$ cat config.mk
export PLATFORM = sky130hd
export DESIGN_NAME = scu_card_port
export DESIGN_NICKNAME = d
export VERILOG_FILES = /design/src/design/scu_pkg.sv /design/src/design/scu_card_port.sv
export SDC_FILE = /design/constraint.sdc
export NUM_CORES = 1
export LEC_CHECK = 0
export BUFFER_PORTS_ARGS = -buffer_cell sky130_fd_sc_hd__buf_2
export CELL_PAD_IN_SITES_DETAIL_PLACEMENT = 1
export CELL_PAD_IN_SITES_GLOBAL_PLACEMENT = 1
export CORE_AREA = 4 4 131 195
export CTS_BUF_LIST = sky130_fd_sc_hd__clkbuf_4
export CTS_CLUSTER_DIAMETER = 80
export DETAILED_ROUTE_END_ITERATION = 10
export DIE_AREA = 0 0 135 199
export PLACE_DENSITY = 0.86
export SYNTH_ARGS = -nofsm -noshare
export SYNTH_HDL_FRONTEND = slang
export SYNTH_SLANG_ARGS = --single-unit
$ cat constraint.sdc
create_clock -name sys_clk -period 2.95 [get_ports sys_clk]
set_input_delay 0.1475 -clock sys_clk [delete_from_list [all_inputs] [get_ports sys_clk]]
set_output_delay 0.1475 -clock sys_clk [all_outputs]
set_load 0.01 [all_outputs]
$ cat src/design/scu_pkg.sv
// Purpose: shared constants for the card-mode serial port
// Assumes: plain register port, one 16-bit register per word index
// Notes: all register reset values are zero; status reads 0x0100 after reset through its live idle bit
// Function
// (RQ1) guard and wait limits come from their registers, counted in ETUs
// (RQ2) ETU length follows the baud divisor register
// (RQ3) each card event has an enable; its flag stays set until software clears
// (RQ4) enabled card events drive the error interrupt, with enable and priority
// (RQ5) host sets receive mode and divisor ref/372 before card reset
// (RQ6) format field 11 frames eight data bits plus even parity; receive in inverse convention checks odd parity instead
// (RQ7) card mode enable bit 0 of control register turns card operation on
// (RQ8) receiver enable at status bit 12, port enable at mode bit 15
// (RQ9) control fields: protocol bit 1, pulldown bit 2, convention bit 3, retry 5:4
// (RQ10) host clears port enable while reconfiguring after answer to reset
// (RQ11) guard match enable at bit 0, wait match enable at bit 1
// (RQ12) transmitter enable at status bit 10 starts the first transmission
// (RQ13) host never sets transmit and receive enable together
// (RQ14) bit 15 of transmit data marks the final character
// (RQ15) each transmitted character also raises the receive interrupt, except one that ends with the transmit repeat error
// (RQ16) host loads block waiting time for T=1 transmission
// (RQ17) host loads character waiting time for T=1 reception
// (RQ18) host waits out the guard time before answering
// (RQ19) parity error enable in card interrupt register, flag in status
// (RQ20) separate transmit and receive repeat error flags and enables
// (RQ21) 9-bit guard and 24-bit wait counters advance once per ETU
// (RQ22) retries, pulldown and repeat errors apply only under T=0
// (RQ23) counts restart at each character end; flag set on reaching value
// (RQ24) inverse convention inverts data bits and sends MSB first
package scu_pkg;
	localparam logic [3:0] A_MODE = 4'h0;
	localparam logic [3:0] A_STAT = 4'h1;
	localparam logic [3:0] A_TXD  = 4'h2;
	localparam logic [3:0] A_RXD  = 4'h3;
	localparam logic [3:0] A_BAUD = 4'h4;
	localparam logic [3:0] A_CCON = 4'h5;
	localparam logic [3:0] A_CINT = 4'h6;
	localparam logic [3:0] A_GT   = 4'h7;
	localparam logic [3:0] A_WTL  = 4'h8;
	localparam logic [3:0] A_WTH  = 4'h9;
	localparam logic [3:0] A_IRQ  = 4'hA;
	localparam logic [15:0] MODE_WM = 16'h8006;
	localparam logic [15:0] STAT_WM = 16'h1400;
	localparam logic [15:0] CCON_WM = 16'h003F;
	localparam logic [15:0] CIE_WM  = 16'h0073;
	localparam logic [15:0] CIF_WM  = 16'h3300;
	localparam logic [15:0] GT_WM   = 16'h01FF;
	localparam logic [15:0] WTH_WM  = 16'h00FF;
	localparam logic [15:0] IRQ_WM  = 16'h0073;
	localparam logic [15:0] RST_VAL = 16'h0000;
	localparam int M_EN = 15;
	localparam int M_FMT = 1;
	localparam logic [1:0] FMT_PAR = 2'h3;
	localparam int S_RXEN = 12;
	localparam int S_TXEN = 10;
	localparam int S_TXFULL = 9;
	localparam int S_IDLE = 8;
	localparam int S_PARITY_ERROR_FLAG = 3;
	localparam int S_RXRDY = 0;
	localparam int C_EN = 0;
	localparam int C_PROT = 1;
	localparam int C_PD = 2;
	localparam int C_CODING_CONVENTION = 3;
	localparam int C_RPT = 4;
	localparam int I_GIE = 0;
	localparam int I_WIE = 1;
	localparam int I_TIE = 4;
	localparam int I_RIE = 5;
	localparam int I_PIE = 6;
	localparam int I_GIF = 8;
	localparam int I_WIF = 9;
	localparam int I_TIF = 12;
	localparam int I_RIF = 13;
	localparam int T_LAST = 15;
	localparam int Q_ERIE = 0;
	localparam int Q_RXIE = 1;
	localparam int Q_PRI = 4;
	typedef enum logic [2:0] {ST_IDLE, ST_TX, ST_CHK, ST_RX, ST_NACK} scu_state_e;
endpackage : scu_pkg

$ cat src/design/scu_card_port.sv
// Purpose: card-mode serial port on one shared open-drain data line
// Assumes: 40 MHz sys_clk, register port with read data one cycle later
// Notes: line is released for a one, pulled low for a zero
`timescale 1ns/1ps
module scu_card_port (
	input  wire logic        sys_clk,
	input  wire logic        rst_n,
	input  wire logic [3:0]  reg_addr,
	input  wire logic [15:0] reg_wdata,
	input  wire logic        reg_wr,
	input  wire logic        reg_rd,
	output logic      [15:0] reg_rdata,
	input  wire logic        card_io_in,
	output logic             card_io_out,
	output logic             card_io_oe,
	output logic             rx_irq,
	output logic             error_irq,
	output logic      [2:0]  error_irq_priority,
	output logic             tx_last_done
);
	logic [15:0] mode_reg, mode_next, stat_reg, stat_next, baud_reg, baud_next;
	logic [15:0] ccon_reg, ccon_next, cint_reg, cint_next, gt_reg, gt_next;
	logic [15:0] wtl_reg, wtl_next, wth_reg, wth_next, irq_reg, irq_next;
	logic [15:0] rdata_reg, rdata_next, etu_reg, etu_next;
	logic [8:0]  txb_reg, txb_next, gtc_reg, gtc_next;
	logic [7:0]  rxd_reg, rxd_next;
	logic [9:0]  sh_reg, sh_next, rsh_reg, rsh_next;
	logic [23:0] wtc_reg, wtc_next;
	logic [3:0]  bit_reg, bit_next;
	logic [2:0]  try_reg, try_next, pcnt_reg, pcnt_next;
	logic        txf_reg, txf_next, rxr_reg, rxr_next, nack_reg, nack_next;
	logic        drv_reg, drv_next, rxi_reg, rxi_next, err_reg, err_next;
	logic        last_reg, last_next, sy1_reg, sy2_reg, prev_reg;
	scu_pkg::scu_state_e st_reg, st_next;
	logic        run, t0, pe, coding_convention, tick, half, fin;
	logic [3:0]  nb;
	logic [2:0]  rlim;
	logic [7:0]  lb, dd;
	logic        pb, pp, tp;

	function automatic logic [7:0] scu_rev(input logic [7:0] d);
		logic [7:0] r;
		for (int i = 0; i < 8; i++) begin
			r[i] = d[7 - i];
		end
		return r;
	endfunction : scu_rev

	assign run = mode_reg[scu_pkg::M_EN] & ccon_reg[scu_pkg::C_EN]; // RQ7 RQ8
	assign t0 = ~ccon_reg[scu_pkg::C_PROT]; // RQ9
	assign pe = (mode_reg[scu_pkg::M_FMT +: 2] == scu_pkg::FMT_PAR); // RQ6
	assign coding_convention = ccon_reg[scu_pkg::C_CODING_CONVENTION];
	assign tick = (etu_reg == baud_reg); // RQ2
	assign half = (etu_reg == (baud_reg >> 1));
	assign nb = pe ? 4'h9 : 4'h8;
	assign rlim = {1'b0, ccon_reg[scu_pkg::C_RPT +: 2]} + 3'h1;
	// received line bits, undone per convention
	assign lb = pe ? rsh_reg[8:1] : rsh_reg[9:2];
	assign dd = coding_convention ? ~scu_rev(lb) : lb; // RQ24
	assign pb = coding_convention ? ~rsh_reg[9] : rsh_reg[9];
	assign pp = coding_convention ? ~(^dd) : ^dd; // RQ24
	// send parity comes from the held byte, not the receive shifter
	assign tp = coding_convention ? ~(^txb_reg[7:0]) : ^txb_reg[7:0]; // RQ6 RQ24
	assign card_io_out = 1'b0;
	assign card_io_oe = drv_reg;
	assign reg_rdata = rdata_reg;
	assign rx_irq = rxi_reg;
	assign error_irq = err_reg;
	assign error_irq_priority = irq_reg[scu_pkg::Q_PRI +: 3]; // RQ4
	assign tx_last_done = last_reg;

	always_comb begin
		mode_next = mode_reg;
		stat_next = stat_reg;
		baud_next = baud_reg;
		ccon_next = ccon_reg;
		cint_next = cint_reg;
		gt_next = gt_reg;
		wtl_next = wtl_reg;
		wth_next = wth_reg;
		irq_next = irq_reg;
		txb_next = txb_reg;
		txf_next = txf_reg;
		rxd_next = rxd_reg;
		rxr_next = rxr_reg;
		st_next = st_reg;
		etu_next = tick ? 16'h0000 : etu_reg + 16'h0001; // RQ2
		bit_next = bit_reg;
		sh_next = sh_reg;
		rsh_next = rsh_reg;
		try_next = try_reg;
		pcnt_next = pcnt_reg;
		nack_next = nack_reg;
		gtc_next = gtc_reg;
		wtc_next = wtc_reg;
		rxi_next = 1'b0;
		last_next = 1'b0;
		rdata_next = 16'h0000;
		fin = 1'b0;
		if (reg_rd) begin
			case (reg_addr)
				scu_pkg::A_MODE: rdata_next = mode_reg;
				scu_pkg::A_STAT: begin
					rdata_next = stat_reg;
					rdata_next[scu_pkg::S_TXFULL] = txf_reg;
					rdata_next[scu_pkg::S_IDLE] = (st_reg == scu_pkg::ST_IDLE);
					rdata_next[scu_pkg::S_RXRDY] = rxr_reg;
				end
				scu_pkg::A_RXD: begin
					rdata_next = {8'h00, rxd_reg};
					rxr_next = 1'b0;
				end
				scu_pkg::A_BAUD: rdata_next = baud_reg;
				scu_pkg::A_CCON: rdata_next = ccon_reg;
				scu_pkg::A_CINT: rdata_next = cint_reg; // RQ3
				scu_pkg::A_GT: rdata_next = gt_reg;
				scu_pkg::A_WTL: rdata_next = wtl_reg;
				scu_pkg::A_WTH: rdata_next = wth_reg;
				scu_pkg::A_IRQ: rdata_next = irq_reg;
				default: rdata_next = 16'h0000;
			endcase
		end
		if (reg_wr) begin
			case (reg_addr)
				scu_pkg::A_MODE: mode_next = reg_wdata & scu_pkg::MODE_WM; // RQ8
				// writing 0 to a flag clears it, writing 1 leaves it
				scu_pkg::A_STAT: stat_next = (reg_wdata & scu_pkg::STAT_WM)
					| (stat_reg & reg_wdata & (16'h0001 << scu_pkg::S_PARITY_ERROR_FLAG));
				scu_pkg::A_TXD: begin
					txb_next = {reg_wdata[scu_pkg::T_LAST], reg_wdata[7:0]}; // RQ14
					txf_next = 1'b1;
				end
				scu_pkg::A_BAUD: baud_next = reg_wdata; // RQ2
				scu_pkg::A_CCON: ccon_next = reg_wdata & scu_pkg::CCON_WM; // RQ9
				scu_pkg::A_CINT: cint_next = (reg_wdata & scu_pkg::CIE_WM)
					| (cint_reg & reg_wdata & scu_pkg::CIF_WM); // RQ3 RQ11
				scu_pkg::A_GT: gt_next = reg_wdata & scu_pkg::GT_WM; // RQ1
				scu_pkg::A_WTL: wtl_next = reg_wdata; // RQ1
				scu_pkg::A_WTH: wth_next = reg_wdata & scu_pkg::WTH_WM;
				scu_pkg::A_IRQ: irq_next = reg_wdata & scu_pkg::IRQ_WM; // RQ4
				default: ;
			endcase
		end
		case (st_reg)
			scu_pkg::ST_IDLE: begin
				if (run && stat_reg[scu_pkg::S_TXEN] && txf_reg) begin // RQ12
					sh_next = {pe ? tp : 1'b1, coding_convention ? ~scu_rev(txb_reg[7:0])
						: txb_reg[7:0], 1'b0}; // RQ6 RQ24
					txf_next = 1'b0;
					try_next = 3'h0;
					etu_next = 16'h0000;
					bit_next = 4'h0;
					st_next = scu_pkg::ST_TX;
				end else if (run && stat_reg[scu_pkg::S_RXEN] && prev_reg && !sy2_reg) begin
					etu_next = 16'h0000;
					bit_next = 4'h0;
					st_next = scu_pkg::ST_RX;
				end
			end
			scu_pkg::ST_TX: begin
				if (tick) begin
					sh_next = {1'b1, sh_reg[9:1]};
					bit_next = bit_reg + 4'h1;
					if (bit_reg == nb) begin
						bit_next = 4'h0;
						nack_next = 1'b0;
						st_next = scu_pkg::ST_CHK;
					end
				end
			end
			scu_pkg::ST_CHK: begin
				// card signals a bad character by holding the line low mid-guard
				if (half && bit_reg == 4'h0) begin
					nack_next = !sy2_reg && t0 && pe; // RQ22
				end
				if (tick) begin
					bit_next = bit_reg + 4'h1;
					if (bit_reg == 4'h1) begin
						if (nack_reg && try_reg < rlim) begin // RQ22
							try_next = try_reg + 3'h1;
							sh_next = {pe ? tp : 1'b1, coding_convention ? ~scu_rev(txb_reg[7:0])
								: txb_reg[7:0], 1'b0};
							bit_next = 4'h0;
							st_next = scu_pkg::ST_TX;
						end else begin
							// shared line: own character is heard by the receiver
							if (nack_reg) begin
								cint_next[scu_pkg::I_TIF] = 1'b1; // RQ20
							end else begin
								rxd_next = txb_reg[7:0]; // RQ15
								rxr_next = 1'b1;
								rxi_next = irq_reg[scu_pkg::Q_RXIE]; // RQ15
							end
							last_next = txb_reg[8]; // RQ14
							fin = 1'b1;
						end
					end
				end
			end
			scu_pkg::ST_RX: begin
				if (half) begin
					rsh_next = {sy2_reg, rsh_reg[9:1]};
					if (bit_reg == 4'h0 && sy2_reg) begin
						st_next = scu_pkg::ST_IDLE;
					end
				end
				if (tick) begin
					bit_next = bit_reg + 4'h1;
					if (bit_reg == nb) begin
						bit_next = 4'h0;
						if (pe && (pb != pp)) begin
							stat_next[scu_pkg::S_PARITY_ERROR_FLAG] = 1'b1; // RQ19
							if (t0) begin
								pcnt_next = pcnt_reg + 3'h1;
								st_next = scu_pkg::ST_NACK; // RQ22
								// last refused copy still gets its nack
								if (pcnt_reg + 3'h1 >= rlim) begin
									cint_next[scu_pkg::I_RIF] = 1'b1; // RQ20
									pcnt_next = 3'h0;
								end
							end else begin
								rxd_next = dd;
								rxr_next = 1'b1;
								rxi_next = irq_reg[scu_pkg::Q_RXIE];
								fin = 1'b1;
							end
						end else begin
							rxd_next = dd; // RQ24
							rxr_next = 1'b1;
							rxi_next = irq_reg[scu_pkg::Q_RXIE];
							pcnt_next = 3'h0;
							fin = 1'b1;
						end
					end
				end
			end
			scu_pkg::ST_NACK: begin
				if (tick) begin
					bit_next = bit_reg + 4'h1;
					if (bit_reg == {3'h0, ccon_reg[scu_pkg::C_PD]}) begin // RQ22
						fin = 1'b1;
					end
				end
			end
			default: st_next = scu_pkg::ST_IDLE;
		endcase
		if (fin) begin
			st_next = scu_pkg::ST_IDLE;
			gtc_next = 9'h000; // RQ23
			wtc_next = 24'h000000; // RQ23
		end else if (run && tick && st_reg == scu_pkg::ST_IDLE) begin // RQ21
			if (gtc_reg != 9'h1FF) begin
				gtc_next = gtc_reg + 9'h001;
			end
			if (wtc_reg != 24'hFFFFFF) begin
				wtc_next = wtc_reg + 24'h000001;
			end
			if (gt_reg[8:0] != 9'h000 && gtc_next == gt_reg[8:0]) begin
				cint_next[scu_pkg::I_GIF] = 1'b1; // RQ1 RQ23
			end
			if ({wth_reg[7:0], wtl_reg} != 24'h000000
				&& wtc_next == {wth_reg[7:0], wtl_reg}) begin
				cint_next[scu_pkg::I_WIF] = 1'b1; // RQ1 RQ23
			end
		end
		if (!run) begin
			st_next = scu_pkg::ST_IDLE; // RQ8
		end
		// open drain: drive only for a zero on the line
		drv_next = (st_next == scu_pkg::ST_NACK)
			|| (st_next == scu_pkg::ST_TX && !sh_next[0]);
		err_next = irq_reg[scu_pkg::Q_ERIE] && ( // RQ4
			(cint_reg[scu_pkg::I_GIF] && cint_reg[scu_pkg::I_GIE])
			|| (cint_reg[scu_pkg::I_WIF] && cint_reg[scu_pkg::I_WIE])
			|| (cint_reg[scu_pkg::I_TIF] && cint_reg[scu_pkg::I_TIE] && t0)
			|| (cint_reg[scu_pkg::I_RIF] && cint_reg[scu_pkg::I_RIE] && t0)
			|| (stat_reg[scu_pkg::S_PARITY_ERROR_FLAG] && cint_reg[scu_pkg::I_PIE])); // RQ19 RQ20
	end

	always_ff @(posedge sys_clk) begin
		sy1_reg <= card_io_in;
		sy2_reg <= sy1_reg;
		if (!rst_n) begin
			mode_reg <= scu_pkg::RST_VAL;
			stat_reg <= scu_pkg::RST_VAL;
			baud_reg <= scu_pkg::RST_VAL;
			ccon_reg <= scu_pkg::RST_VAL;
			cint_reg <= scu_pkg::RST_VAL;
			gt_reg <= scu_pkg::RST_VAL;
			wtl_reg <= scu_pkg::RST_VAL;
			wth_reg <= scu_pkg::RST_VAL;
			irq_reg <= scu_pkg::RST_VAL;
			rdata_reg <= scu_pkg::RST_VAL;
			etu_reg <= scu_pkg::RST_VAL;
			txb_reg <= 9'h000;
			gtc_reg <= 9'h000;
			wtc_reg <= 24'h000000;
			rxd_reg <= 8'h00;
			sh_reg <= 10'h3FF;
			rsh_reg <= 10'h3FF;
			bit_reg <= 4'h0;
			try_reg <= 3'h0;
			pcnt_reg <= 3'h0;
			{txf_reg, rxr_reg, nack_reg, drv_reg} <= 4'h0;
			{rxi_reg, err_reg, last_reg} <= 3'h0;
			prev_reg <= 1'b1;
			st_reg <= scu_pkg::ST_IDLE;
		end else begin
			mode_reg <= mode_next;
			stat_reg <= stat_next;
			baud_reg <= baud_next;
			ccon_reg <= ccon_next;
			cint_reg <= cint_next;
			gt_reg <= gt_next;
			wtl_reg <= wtl_next;
			wth_reg <= wth_next;
			irq_reg <= irq_next;
			rdata_reg <= rdata_next;
			etu_reg <= etu_next;
			txb_reg <= txb_next;
			gtc_reg <= gtc_next;
			wtc_reg <= wtc_next;
			rxd_reg <= rxd_next;
			sh_reg <= sh_next;
			rsh_reg <= rsh_next;
			bit_reg <= bit_next;
			try_reg <= try_next;
			pcnt_reg <= pcnt_next;
			{txf_reg, rxr_reg, nack_reg, drv_reg} <= {txf_next, rxr_next, nack_next, drv_next};
			{rxi_reg, err_reg, last_reg} <= {rxi_next, err_next, last_next};
			prev_reg <= sy2_reg;
			st_reg <= st_next;
		end
	end
endmodule : scu_card_port

==> metrics.txt, run 1 <==
# TYPE chip_impl_metric gauge
chip_impl_info{name="timing.rr.end",value="card_io_oe"} 1
chip_impl_metric{name="area_growth",unit="%"} 8.90
chip_impl_metric{name="report.final.hold_viol_count",unit=""} 0
chip_impl_metric{name="top_cell_type_s_share_of_synthesized_area",unit="%"} 34.5
chip_impl_metric{name="totalPowerFinal",unit="mW"} 4.63
chip_impl_metric{name="placementRows",unit=""} 69
chip_impl_metric{name="finalHoldWorstSlack",unit="ps"} 58.6
chip_impl_info{name="worstHoldPathType",value="primary input to flip-flop"} 1
chip_impl_metric{name="slew_headroom",unit="%"} 42.1
chip_impl_metric{name="cts_made_buffers",unit=""} 17
chip_impl_info{name="worst_setup_path_endpoint",value="card_io_oe"} 1
chip_impl_metric{name="dieWidth",unit="um"} 135
chip_impl_metric{name="routed_via_count_divided_by_cell_count",unit=""} 6.12
chip_impl_metric{name="placedCellCount",unit=""} 1734
chip_impl_metric{name="crit_path_max_fanout",unit=""} 10
chip_impl_metric{name="power_density",unit="nW/um^2"} 368
chip_impl_metric{name="number_of_cells_on_the_worst_hold_path",unit=""} 4
chip_impl_metric{name="synth_cells",unit=""} 1420
chip_impl_metric{name="grt_pass1_vias",unit=""} 11400
chip_impl_metric{name="cp.arrival",unit="ps"} 3310
chip_impl_metric{name="total_i_o_pin_count",unit=""} 49
chip_impl_metric{name="track_usage",unit="%"} 29.9
chip_impl_metric{name="port-buffer-count",unit=""} 47
chip_impl_info{name="synth_ff_type",value="dfxtp_1"} 1
chip_impl_metric{name="syn_nets",unit=""} 1459
chip_impl_metric{name="htreeDepth",unit=""} 4
chip_impl_metric{name="number_of_design_rule_violations_left_after_detail_routing",unit=""} 0
chip_impl_metric{name="final_instance_count_excl_fillers",unit=""} 1787
chip_impl_metric{name="fp.dieArea",unit="um^2"} 26900
chip_impl_info{name="yosysTopAreaCell",value="dfxtp_1"} 1
chip_impl_metric{name="timing.critical_path.required",unit="ps"} 3490
chip_impl_info{name="rsz0062_at_grt",value="no"} 1
chip_impl_metric{name="detailedRoute.firstIterationViolations",unit=""} 729
chip_impl_info{name="root_buffer_master",value="clkbuf_4"} 1
chip_impl_info{name="critical_path_source_type",value="flip-flop"} 1
chip_impl_info{name="reg2reg_from",value="rsh_reg[6]"} 1
chip_impl_metric{name="initial_utilization",unit="%"} 48.6
chip_impl_info{name="outcome",value="finished, final reports clean"} 1
chip_impl_metric{name="worst_path_largest_cell_delay",unit="ps"} 580
chip_impl_info{name="cts_tree",value="built"} 1
chip_impl_metric{name="netlist_area",unit="um^2"} 11500
chip_impl_info{name="worst_hold_startpoint",value="reg_addr[0]"} 1
chip_impl_metric{name="max-clock-path-buffers",unit=""} 2
chip_impl_metric{name="achievable-frequency",unit="MHz"} 362
chip_impl_info{name="critical_path_class",value="flip-flop to flip-flop"} 1
chip_impl_metric{name="final.setup_skew",unit="ps"} 24.1
chip_impl_metric{name="synthesis.area_per_instance",unit="um^2"} 8.12
chip_impl_info{name="crit_start",value="rsh_reg[6]"} 1
chip_impl_metric{name="regToRegSetupSlack",unit="ps"} 180
chip_impl_metric{name="final.min_clock_period",unit="ps"} 2770
chip_impl_metric{name="grt_start_max_net_pins",unit=""} 56
chip_impl_metric{name="yosysWarnings",unit=""} 0
chip_impl_metric{name="number_of_setup_violations_in_the_final_report",unit=""} 0
chip_impl_metric{name="placed_cell_area",unit="um^2"} 12100
chip_impl_metric{name="pre_cts_slack",unit="ps"} 74.1
chip_impl_info{name="crit_path_top_delay_cell",value="dfxtp_1"} 1
chip_impl_metric{name="core_region_area",unit="um^2"} 23700
chip_impl_metric{name="setup_total_negative_slack",unit="ps"} 0
chip_impl_metric{name="reg2reg_depth",unit=""} 7
chip_impl_metric{name="post-dp-hpwl",unit="mm"} 30.0
chip_impl_metric{name="worst_margin_pin_slew",unit="ps"} 866
chip_impl_metric{name="routabilityCongestion",unit=""} 0.978
chip_impl_metric{name="vias",unit=""} 10900
chip_impl_metric{name="ys_async_sr_fraction",unit="%"} 0
chip_impl_metric{name="cts.sinks",unit=""} 199
chip_impl_metric{name="synth_enable_flop_cells",unit=""} 0
chip_impl_metric{name="yosysSeqAreaShare",unit="%"} 34.5
chip_impl_metric{name="detailedRoute.firstPassIterationCount",unit=""} 6
chip_impl_metric{name="clk_latency",unit="ps"} 640
chip_impl_metric{name="yosys.cell_types.count",unit=""} 83
chip_impl_info{name="timing.critical_path.cells",value="xnor2_1 > mux2i_1 > mux2_2 > nor4_4 > mux2i_4 > a311oi_1 > a2111oi_2"} 1
chip_impl_metric{name="die_y",unit="um"} 199
chip_impl_metric{name="total_length_of_routed_wires",unit="mm"} 40.0
chip_impl_metric{name="final_util",unit="%"} 52.9
chip_impl_metric{name="antenna_found_initial",unit=""} 2
chip_impl_metric{name="fin_nets",unit=""} 1493
chip_impl_metric{name="postSynthRegisterBits",unit=""} 199
chip_impl_info{name="synth_most_common_cell",value="nand2_1"} 1
chip_impl_metric{name="ant_nets",unit=""} 0
chip_impl_info{name="ys_top_cells_by_count",value="nand2_1, dfxtp_1, nor2_1"} 1
chip_impl_metric{name="leakagePower",unit="nW"} 4.68
chip_impl_metric{name="grt_pass1_wl",unit="mm"} 63.1
chip_impl_metric{name="drive_gt1_share",unit="%"} 11.0
chip_impl_metric{name="avgRoutedWirePerCell",unit="um"} 22.4
chip_impl_metric{name="design_area",unit="um^2"} 12600
chip_impl_metric{name="clk_transition_reported_paths",unit="ps"} 170
chip_impl_metric{name="finalWorstSetupSlack",unit="ps"} 185
chip_impl_info{name="worst_setup_end_kind",value="flip-flop"} 1
chip_impl_metric{name="filler_cell_count",unit=""} 2949
chip_impl_info{name="yosys-top-cells-area",value="dfxtp_1, nand2_1, mux2i_1"} 1
chip_impl_metric{name="ir_drop_worst_case_vdd",unit="V"} 0.000222
chip_impl_metric{name="cap_viol_max_count",unit=""} 0
chip_impl_metric{name="max_ffs_per_register",unit=""} 24
chip_impl_metric{name="grt_remaining_overflow",unit=""} 0
chip_impl_metric{name="finalMaxSlewViolations",unit=""} 0
chip_impl_metric{name="post-route-period-util",unit="%"} 93.7
[area by class of cell]
type | count | area (um^2) | area share [%]
repair buffers | 111 | 778 | 6.19
clock buffers | 17 | 128 | 1.02
inverters | 17 | 63.8 | 0.508
multi-input cells | 1108 | 7080 | 56.4
clock inverters | 15 | 125 | 0.996
flip-flops and latches | 199 | 3990 | 31.7
well taps | 319 | 399 | 3.18
diodes | 1 | 2.50 | 0.0199
[power by group]
part	internal [mW]	switching (mW)	total, mW	leakage, nW
Sequential	2.71	0.0388	2.75	1.61
Combinational	0.149	0.290	0.439	2.94
Clock	0.423	1.01	1.44	0.139
[cell usage in the layout (no fill, tap or decap), drive strengths merged, types with 7 or more instances in the layout]
| master | n |
|---|---|
| nand3 | 57 |
| nor2 | 134 |
| dfxtp | 199 |
| a32oi | 8 |
| a31oi | 7 |
| clkbuf | 17 |
| dlygate4sd3 | 19 |
| nor2b | 47 |
| a21boi | 58 |
| inv | 21 |
| clkinv | 8 |
| nor3 | 27 |
| and2 | 9 |
| o211ai | 12 |
| a22oi | 10 |
| ha | 14 |
| xor2 | 72 |
| xnor2 | 67 |
| nand2b | 12 |
| nand2 | 215 |
| a21oi | 35 |
| a211oi | 11 |
| or4 | 9 |
| mux2i | 72 |
| and3 | 20 |
| buf | 92 |
| or3 | 9 |
| o21ai | 54 |
| nor4 | 30 |
| nand4 | 22 |
| a222oi | 9 |
[critical path: cells and delay by family (launching register included)]
kind             cells  cell delay [ps]
multiplexers         3             1000
flip-flops           1              580
AO/OA/AOI/OAI        2              540
AND/OR/NAND/NOR      1              440
XOR/XNOR             1              120
[layer usage]
metal  vias to the layer above  part of all wire (%)  routed length [um]  GRT usage [%]
met5                         -                 0.028                  11              0
met1                      5403                    37               14900           32.3
met4                         2                   7.4                2960           20.1
li1                       5060                     -                   -              -
met2                       309                    51               20500           53.8
met3                       158                   3.9                1570           4.30
[worst min path at each step]
| stage | endpoint |
|---|---|
| floorplan | sy1_reg |
| global placement | sy1_reg |
| detailed placement | sy1_reg |
| CTS | reg_rdata[4] |
| global route | reg_rdata[4] |
| finish | reg_rdata[4] |
[logic make-up (layout without fill, tap and decap cells)]
logic type / count (synthesis) / in the layout / synth area share [%]
simple gates: 611 / 611 / 25.3
compound gates: 263 / 263 / 16.0
flops: 199 / 199 / 34.5
xor+xnor: 139 / 139 / 10.7
buf+inv: 113 / 160 / 4.61
mux: 80 / 80 / 7.26
fa+ha+maj: 14 / 14 / 1.52
other cells: 1 / 2 / 0.0325
[what timing repair did]
item	4_1_cts	5_1_grt
setup endpoints to repair	0	3
resized for setup	0	11
endpoints found under the hold margin	101	0
buffers inserted	0	1
hold buffers	19	0
No activity file was read; power rests on OpenSTA's default activity.
==> run 2: changes to the inputs <==
--- a/config.mk
+++ b/config.mk
@@ -5,14 +5,15 @@
 export SDC_FILE = /design/constraint.sdc
 export NUM_CORES = 1
 export LEC_CHECK = 0
+export ABC_AREA = 1
 export BUFFER_PORTS_ARGS = -buffer_cell sky130_fd_sc_hd__buf_2
 export CELL_PAD_IN_SITES_DETAIL_PLACEMENT = 1
 export CELL_PAD_IN_SITES_GLOBAL_PLACEMENT = 1
-export CORE_AREA = 4 4 131 195
+export CORE_AREA = 4 4 129 192
 export CTS_BUF_LIST = sky130_fd_sc_hd__clkbuf_4
 export CTS_CLUSTER_DIAMETER = 80
 export DETAILED_ROUTE_END_ITERATION = 10
-export DIE_AREA = 0 0 135 199
+export DIE_AREA = 0 0 133 196
 export PLACE_DENSITY = 0.86
 export SYNTH_ARGS = -nofsm -noshare
 export SYNTH_HDL_FRONTEND = slang
==> metrics.txt, run 2 <==
# TYPE chip_impl_metric gauge
chip_impl_metric{name="finalHoldWorstSlack",unit="ps"} 87.9
chip_impl_metric{name="detailedRoute.firstPassIterationCount",unit=""} 5
chip_impl_info{name="critical_path_class",value="flip-flop to flip-flop"} 1
chip_impl_metric{name="synth_enable_flop_cells",unit=""} 0
chip_impl_metric{name="final_instance_count_excl_fillers",unit=""} 1940
chip_impl_metric{name="filler_cell_count",unit=""} 3067
chip_impl_metric{name="core_region_area",unit="um^2"} 23100
chip_impl_metric{name="cap_viol_max_count",unit=""} 0
chip_impl_metric{name="detailedRoute.firstIterationViolations",unit=""} 669
chip_impl_metric{name="port-buffer-count",unit=""} 47
chip_impl_metric{name="routabilityCongestion",unit=""} 0.950
chip_impl_metric{name="design_area",unit="um^2"} 11800
chip_impl_metric{name="die_y",unit="um"} 196
chip_impl_metric{name="fin_nets",unit=""} 1650
chip_impl_info{name="synth_ff_type",value="dfxtp_1"} 1
chip_impl_metric{name="total_i_o_pin_count",unit=""} 49
chip_impl_metric{name="synthesis.area_per_instance",unit="um^2"} 6.92
chip_impl_metric{name="cp.arrival",unit="ps"} 3250
chip_impl_metric{name="area_growth",unit="%"} 10.1
chip_impl_info{name="outcome",value="finished, final reports clean"} 1
chip_impl_metric{name="synth_cells",unit=""} 1550
chip_impl_metric{name="routed_via_count_divided_by_cell_count",unit=""} 5.70
chip_impl_metric{name="grt_start_max_net_pins",unit=""} 39
chip_impl_metric{name="finalMaxSlewViolations",unit=""} 0
chip_impl_metric{name="track_usage",unit="%"} 28.9
chip_impl_info{name="yosysTopAreaCell",value="dfxtp_1"} 1
chip_impl_metric{name="final.min_clock_period",unit="ps"} 2730
chip_impl_metric{name="netlist_area",unit="um^2"} 10700
chip_impl_metric{name="top_cell_type_s_share_of_synthesized_area",unit="%"} 37.2
chip_impl_metric{name="max_ffs_per_register",unit=""} 24
chip_impl_metric{name="slew_headroom",unit="%"} 50.7
chip_impl_metric{name="vias",unit=""} 11100
chip_impl_info{name="grt.busiest_layer",value="met2"} 1
chip_impl_metric{name="grt.met1_usage",unit="%"} 28.9
chip_impl_metric{name="setup_total_negative_slack",unit="ps"} 0
chip_impl_info{name="critical_path_source_type",value="flip-flop"} 1
chip_impl_metric{name="placementRows",unit=""} 68
chip_impl_info{name="rsz0062_at_grt",value="no"} 1
chip_impl_metric{name="worst_margin_pin_slew",unit="ps"} 737
chip_impl_metric{name="power_density",unit="nW/um^2"} 402
chip_impl_metric{name="placed_cell_area",unit="um^2"} 11300
chip_impl_metric{name="achievable-frequency",unit="MHz"} 367
chip_impl_metric{name="post-route-period-util",unit="%"} 92.4
chip_impl_metric{name="avgRoutedWirePerCell",unit="um"} 19.6
chip_impl_info{name="cts_tree",value="built"} 1
chip_impl_metric{name="leakagePower",unit="nW"} 4.97
chip_impl_info{name="yosys-top-cells-area",value="dfxtp_1, nand2_1, a21oi_1"} 1
chip_impl_metric{name="ant_nets",unit=""} 0
chip_impl_metric{name="fp.dieArea",unit="um^2"} 26100
chip_impl_metric{name="yosysSeqAreaShare",unit="%"} 37.2
chip_impl_metric{name="grt_use_met3",unit="%"} 4.34
chip_impl_metric{name="grt_pass1_wl",unit="mm"} 59.9
chip_impl_metric{name="ys_async_sr_fraction",unit="%"} 0
chip_impl_metric{name="syn_nets",unit=""} 1589
chip_impl_info{name="final_cell_mix",value="nand2_1, dfxtp_1, inv_1, nor2_1, a21oi_1"} 1
chip_impl_info{name="synth_most_common_cell",value="nand2_1"} 1
chip_impl_metric{name="antenna_found_initial",unit=""} 1
chip_impl_info{name="ys_top_cells_by_count",value="nand2_1, dfxtp_1, inv_1"} 1
chip_impl_metric{name="clk_latency",unit="ps"} 630
chip_impl_metric{name="cts_made_buffers",unit=""} 17
chip_impl_metric{name="number_of_design_rule_violations_left_after_detail_routing",unit=""} 0
chip_impl_metric{name="grt_remaining_overflow",unit=""} 0
chip_impl_metric{name="yosys.cell_types.count",unit=""} 51
chip_impl_metric{name="drive_gt1_share",unit="%"} 9.42
chip_impl_info{name="worst_setup_end_kind",value="flip-flop"} 1
chip_impl_metric{name="htreeDepth",unit=""} 4
chip_impl_metric{name="max-clock-path-buffers",unit=""} 2
chip_impl_metric{name="timing.critical_path.required",unit="ps"} 3480
chip_impl_metric{name="placedCellCount",unit=""} 1887
chip_impl_metric{name="post-cts-setup-buffer-count",unit=""} 0
chip_impl_metric{name="postSynthRegisterBits",unit=""} 199
chip_impl_metric{name="yosysWarnings",unit=""} 0
chip_impl_metric{name="crit_path_max_fanout",unit=""} 32
chip_impl_metric{name="ir_drop_worst_case_vdd",unit="V"} 0.000221
chip_impl_info{name="root_buffer_master",value="clkbuf_4"} 1
chip_impl_metric{name="report.final.hold_viol_count",unit=""} 0
chip_impl_metric{name="met2_usage",unit="%"} 54.2
chip_impl_metric{name="initial_utilization",unit="%"} 46.5
chip_impl_info{name="worstHoldPathType",value="primary input to flip-flop"} 1
chip_impl_metric{name="clk_transition_reported_paths",unit="ps"} 170
chip_impl_metric{name="dieWidth",unit="um"} 133
chip_impl_metric{name="grt_pass1_vias",unit=""} 11500
chip_impl_metric{name="post-dp-hpwl",unit="mm"} 29.5
chip_impl_metric{name="total_length_of_routed_wires",unit="mm"} 38.0
chip_impl_info{name="most_frequent_standard_cell_in_the_layout_excluding_fill_and_tap_cells",value="nand2_1"} 1
chip_impl_metric{name="cts.sinks",unit=""} 199
chip_impl_metric{name="final.setup_skew",unit="ps"} 34.1
chip_impl_metric{name="number_of_setup_violations_in_the_final_report",unit=""} 0
==> run 2: cell count changes after synthesis, sizes merged, moves of 21 or more <==
| cell | before | now |
|---|---|---|
| a21boi | 58 | 0 |
| a21oi | 35 | 144 |
| clkbuf | 73 | 32 |
| inv | 15 | 191 |
| mux2i | 72 | 0 |
| nand2 | 215 | 303 |
| nand3 | 57 | 97 |
| nor2 | 134 | 171 |
| nor2b | 47 | 0 |
| o21ai | 54 | 133 |
| xnor2 | 67 | 20 |
| xor2 | 72 | 51 |
==> run 2: worst max-delay path, stage by stage (launching register included) <==
cell      delay, ps
dfxtp_1         390
buf_4           220
nand3_1         120
nand2_1         110
nand2_1          50
o21ai_1         140
inv_1           110
nand2_1          70
nand2_1          50
nand2_1          60
nand2_1          60
inv_1            50
nand2_1          50
nand2_2         130
nand3_2          90
nand2_1          90
nand2_1          90
nand2_4         130
nand2_4         270
a211oi_2        310
==> run 2: final cells by class <==
| class | instances | area, um^2 | share of cell area, % |
|---|---|---|---|
| diodes | 1 | 2.50 | 0.0212 |
| multi-input cells | 1099 | 5720 | 48.5 |
| flip-flops and latches | 199 | 3980 | 33.8 |
| well taps | 315 | 394 | 3.34 |
| clock inverters | 14 | 156 | 1.33 |
| clock buffers | 18 | 135 | 1.15 |
| repair buffers | 99 | 676 | 5.73 |
| inverters | 195 | 734 | 6.22 |
==> run 2: worst paths after layout <==
path,start,end,slack (ps),cells past startpoint
setup / recovery,mode_reg[1],wtc_reg[9],220,19
hold / removal,reg_addr[3],mode_reg[15],90,6
setup reg to reg,mode_reg[1],wtc_reg[9],220,19
hold reg to reg,sy1_reg,sy2_reg,350,0
==> run 2: layer usage <==
layer  part of all wire [%]  wire length (um)  vias to the layer above
met3                    3.0              1130                      151
met5                      0                 0                        -
met4                    7.3              2780                        0
met1                     37             13900                     5337
met2                     53             20200                      290
li1                       -                 -                     5280
==> run 2: per-stage QoR <==
stage | utilization (%) | power (mW) | setup WS (ps)
2_1_floorplan | - | 3.07 | 729
3_3_place_gp | 49.0 | 3.20 | 469
3_5_place_dp | 49.0 | 3.22 | 285
4_1_cts | 51.1 | 4.75 | 229
5_1_grt | 51.2 | 4.92 | 9.43
6_report | 51.2 | 4.74 | 223
==> run 2: what timing repair did <==
item | CTS | global route
hold endpoints to repair | 92 | 0
endpoints found under the setup margin | 0 | 2
resized for setup | 0 | 2
hold buffers | 20 | 0
==> run 2: kinds of logic (layout without fill, tap and decap cells) <==
family | Yosys count | in the layout | synth area share (%)
AND/OR/NAND/NOR | 661 | 661 | 26.8
buffers and inverters | 252 | 326 | 9.58
adder cells (fa/ha/maj) | 14 | 14 | 1.63
AO/OA/AOI/OAI | 352 | 352 | 19.0
XOR/XNOR | 71 | 71 | 5.80
flip-flops | 199 | 199 | 37.2
other | 1 | 2 | 0.0350
==> run 2: where the power goes <==
part           internal (mW)  switching, mW  total, mW  leakage, nW
clock                  0.588          0.962       1.55        0.154
sequential              2.72         0.0356       2.76         1.61
combinational          0.132          0.304      0.436         3.21
==> run 3: changes to the inputs <==
--- a/config.mk
+++ b/config.mk
@@ -15,6 +15,7 @@
 export DETAILED_ROUTE_END_ITERATION = 10
 export DIE_AREA = 0 0 133 196
 export PLACE_DENSITY = 0.86
+export SETUP_SLACK_MARGIN = 0.05
 export SYNTH_ARGS = -nofsm -noshare
 export SYNTH_HDL_FRONTEND = slang
 export SYNTH_SLANG_ARGS = --single-unit
==> constraint.sdc (replaced) <==
create_clock -name sys_clk -period 2.95 [get_ports sys_clk]
set_input_delay 0.59 -clock sys_clk [delete_from_list [all_inputs] [get_ports sys_clk]]
set_output_delay 0.59 -clock sys_clk [all_outputs]
set_load 0.01 [all_outputs]
==> metrics.txt, run 3 (synthesis results as in run 2) <==
# TYPE chip_impl_metric gauge
chip_impl_metric{name="drive_gt1_share",unit="%"} 9.79
chip_impl_metric{name="detailedRoute.firstIterationViolations",unit=""} 603
chip_impl_metric{name="grt_pass1_wl",unit="mm"} 59.6
chip_impl_metric{name="core_region_area",unit="um^2"} 23100
chip_impl_metric{name="achievable-frequency",unit="MHz"} 375
chip_impl_metric{name="cp.arrival",unit="ps"} 3230
chip_impl_info{name="worst_setup_end_kind",value="flip-flop"} 1
chip_impl_info{name="grt.busiest_layer",value="met2"} 1
chip_impl_metric{name="total_length_of_routed_wires",unit="mm"} 37.5
chip_impl_info{name="crit_path_top_delay_cell",value="dfxtp_1"} 1
chip_impl_metric{name="initial_utilization",unit="%"} 46.5
chip_impl_metric{name="port-buffer-count",unit=""} 47
chip_impl_metric{name="met2_usage",unit="%"} 54.7
chip_impl_metric{name="regToRegSetupSlack",unit="ps"} 290
chip_impl_metric{name="worst_path_largest_cell_delay",unit="ps"} 380
chip_impl_metric{name="total_i_o_pin_count",unit=""} 49
chip_impl_info{name="critical_path_source_type",value="flip-flop"} 1
chip_impl_metric{name="routabilityCongestion",unit=""} 0.938
chip_impl_metric{name="filler_cell_count",unit=""} 3112
chip_impl_metric{name="grt_use_met3",unit="%"} 4.18
chip_impl_metric{name="number_of_setup_violations_in_the_final_report",unit=""} 0
chip_impl_metric{name="clk_transition_reported_paths",unit="ps"} 160
chip_impl_metric{name="final.min_clock_period",unit="ps"} 2660
chip_impl_metric{name="detailedRoute.firstPassIterationCount",unit=""} 7
chip_impl_info{name="most_frequent_standard_cell_in_the_layout_excluding_fill_and_tap_cells",value="nand2_1"} 1
chip_impl_metric{name="hold_buffers",unit=""} 0
chip_impl_metric{name="final.setup_skew",unit="ps"} 34.6
chip_impl_metric{name="finalWorstSetupSlack",unit="ps"} 287
chip_impl_metric{name="avgRoutedWirePerCell",unit="um"} 19.5
chip_impl_metric{name="report.final.hold_viol_count",unit=""} 0
chip_impl_metric{name="setup_total_negative_slack",unit="ps"} 0
chip_impl_metric{name="leakagePower",unit="nW"} 4.90
chip_impl_metric{name="ir_drop_worst_case_vdd",unit="V"} 0.000244
chip_impl_metric{name="fin_nets",unit=""} 1630
chip_impl_metric{name="grt.met1_usage",unit="%"} 29.3
chip_impl_metric{name="track_usage",unit="%"} 28.7
chip_impl_metric{name="grt_remaining_overflow",unit=""} 0
chip_impl_metric{name="final_util",unit="%"} 50.5
chip_impl_metric{name="power_density",unit="nW/um^2"} 417
chip_impl_info{name="worstHoldPathType",value="primary input to flip-flop"} 1
chip_impl_metric{name="placementRows",unit=""} 68
chip_impl_info{name="root_buffer_master",value="clkbuf_4"} 1
chip_impl_metric{name="max-clock-path-buffers",unit=""} 2
chip_impl_info{name="worst_path_dominant_cell_family",value="simple AND/OR/NAND/NOR gates"} 1
chip_impl_metric{name="routed_via_count_divided_by_cell_count",unit=""} 5.69
chip_impl_metric{name="number_of_design_rule_violations_left_after_detail_routing",unit=""} 0
chip_impl_metric{name="crit_path_max_fanout",unit=""} 32
chip_impl_metric{name="ant_nets",unit=""} 0
chip_impl_metric{name="finalHoldWorstSlack",unit="ps"} 38.1
chip_impl_metric{name="grt_start_max_net_pins",unit=""} 46
chip_impl_metric{name="die_y",unit="um"} 196
chip_impl_metric{name="worstPathBufferInverterCount",unit=""} 3
chip_impl_metric{name="fp.dieArea",unit="um^2"} 26100
chip_impl_metric{name="area_growth",unit="%"} 8.67
chip_impl_metric{name="pre_cts_slack",unit="ps"} 181
chip_impl_info{name="timing.critical_path.cells",value="buf_4 > nand3_1 > nand2_1 > nand2_1 > o21ai_1 > inv_1 > nand2_1 > nand2_1 > nand2_1 > nand2_1 > inv_1 > nand2_1 > nand2_2 > nand3_2 > nand2_1 > nand2_1 > nand2_4 > nand2_8 > a211oi_2"} 1
chip_impl_metric{name="post-dp-hpwl",unit="mm"} 29.3
chip_impl_metric{name="cap_viol_max_count",unit=""} 0
chip_impl_metric{name="timing.critical_path.required",unit="ps"} 3520
chip_impl_metric{name="grt_pass1_vias",unit=""} 11300
chip_impl_metric{name="htreeDepth",unit=""} 4
chip_impl_metric{name="finalMaxSlewViolations",unit=""} 0
chip_impl_info{name="critical_path_class",value="flip-flop to flip-flop"} 1
chip_impl_metric{name="worst_margin_pin_slew",unit="ps"} 876
chip_impl_info{name="cp_common_cell",value="nand2_1"} 1
chip_impl_metric{name="max_ffs_per_register",unit=""} 24
chip_impl_metric{name="dieWidth",unit="um"} 133
chip_impl_metric{name="antenna_found_initial",unit=""} 2
chip_impl_metric{name="post-route-period-util",unit="%"} 90.3
chip_impl_info{name="outcome",value="finished, final reports clean"} 1
chip_impl_metric{name="vias",unit=""} 10900
chip_impl_metric{name="cts_made_buffers",unit=""} 17
chip_impl_metric{name="cts.sinks",unit=""} 199
chip_impl_metric{name="slew_headroom",unit="%"} 41.4
chip_impl_metric{name="clk_latency",unit="ps"} 660
chip_impl_info{name="final_cell_mix",value="nand2_1, dfxtp_1, inv_1, nor2_1, a21oi_1"} 1
chip_impl_info{name="cts_tree",value="built"} 1
chip_impl_info{name="rsz0062_at_grt",value="no"} 1
## run 3: final timing paths
check              startpoint  cells past startpoint          to
setup / recovery  mode_reg[2]                     19  gtc_reg[6]
hold / removal     card_io_in                      1     sy1_reg
setup reg to reg  mode_reg[2]                     19  gtc_reg[6]
hold reg to reg       sy1_reg                      0     sy2_reg
## run 3: per-layer routing
metal  wire [um]  share of wire (%)  up-vias
li1            -                  -     5236
met1       13800                 37     5283
met2       20000                 53      273
met3        1210                3.2      132
met4        2390                6.4        2
met5          13              0.035        -
## run 3: per-stage QoR
step,area (um^2),cells,power (mW)
floorplan,10700,1550,3.07
global placement,11300,1887,3.21
detailed placement,11300,1887,3.22
CTS,11600,1919,4.88
global route,11700,1920,5.03
finish,11700,1920,4.85
## run 3: repair_timing
action                     4_1_cts  5_1_grt
setup endpoints to repair        0       32
gates resized for setup          0        5
buffers inserted                 0        0
## run 3: layout make-up
| class | count | area (um^2) | area share, % |
|---|---|---|---|
| diodes | 1 | 2.50 | 0.0215 |
| clock buffers | 17 | 128 | 1.10 |
| clock inverters | 15 | 199 | 1.71 |
| inverters | 195 | 734 | 6.30 |
| multi-input cells | 1099 | 5730 | 49.2 |
| flip-flops and latches | 199 | 3980 | 34.2 |
| well taps | 315 | 394 | 3.38 |
| repair buffers | 79 | 475 | 4.08 |
## run 3: power breakdown
part / internal [mW] / switching (mW)
Sequential: 2.72 / 0.0356
Combinational: 0.116 / 0.299
Clock: 0.674 / 1.01
Total: 3.51 / 1.34
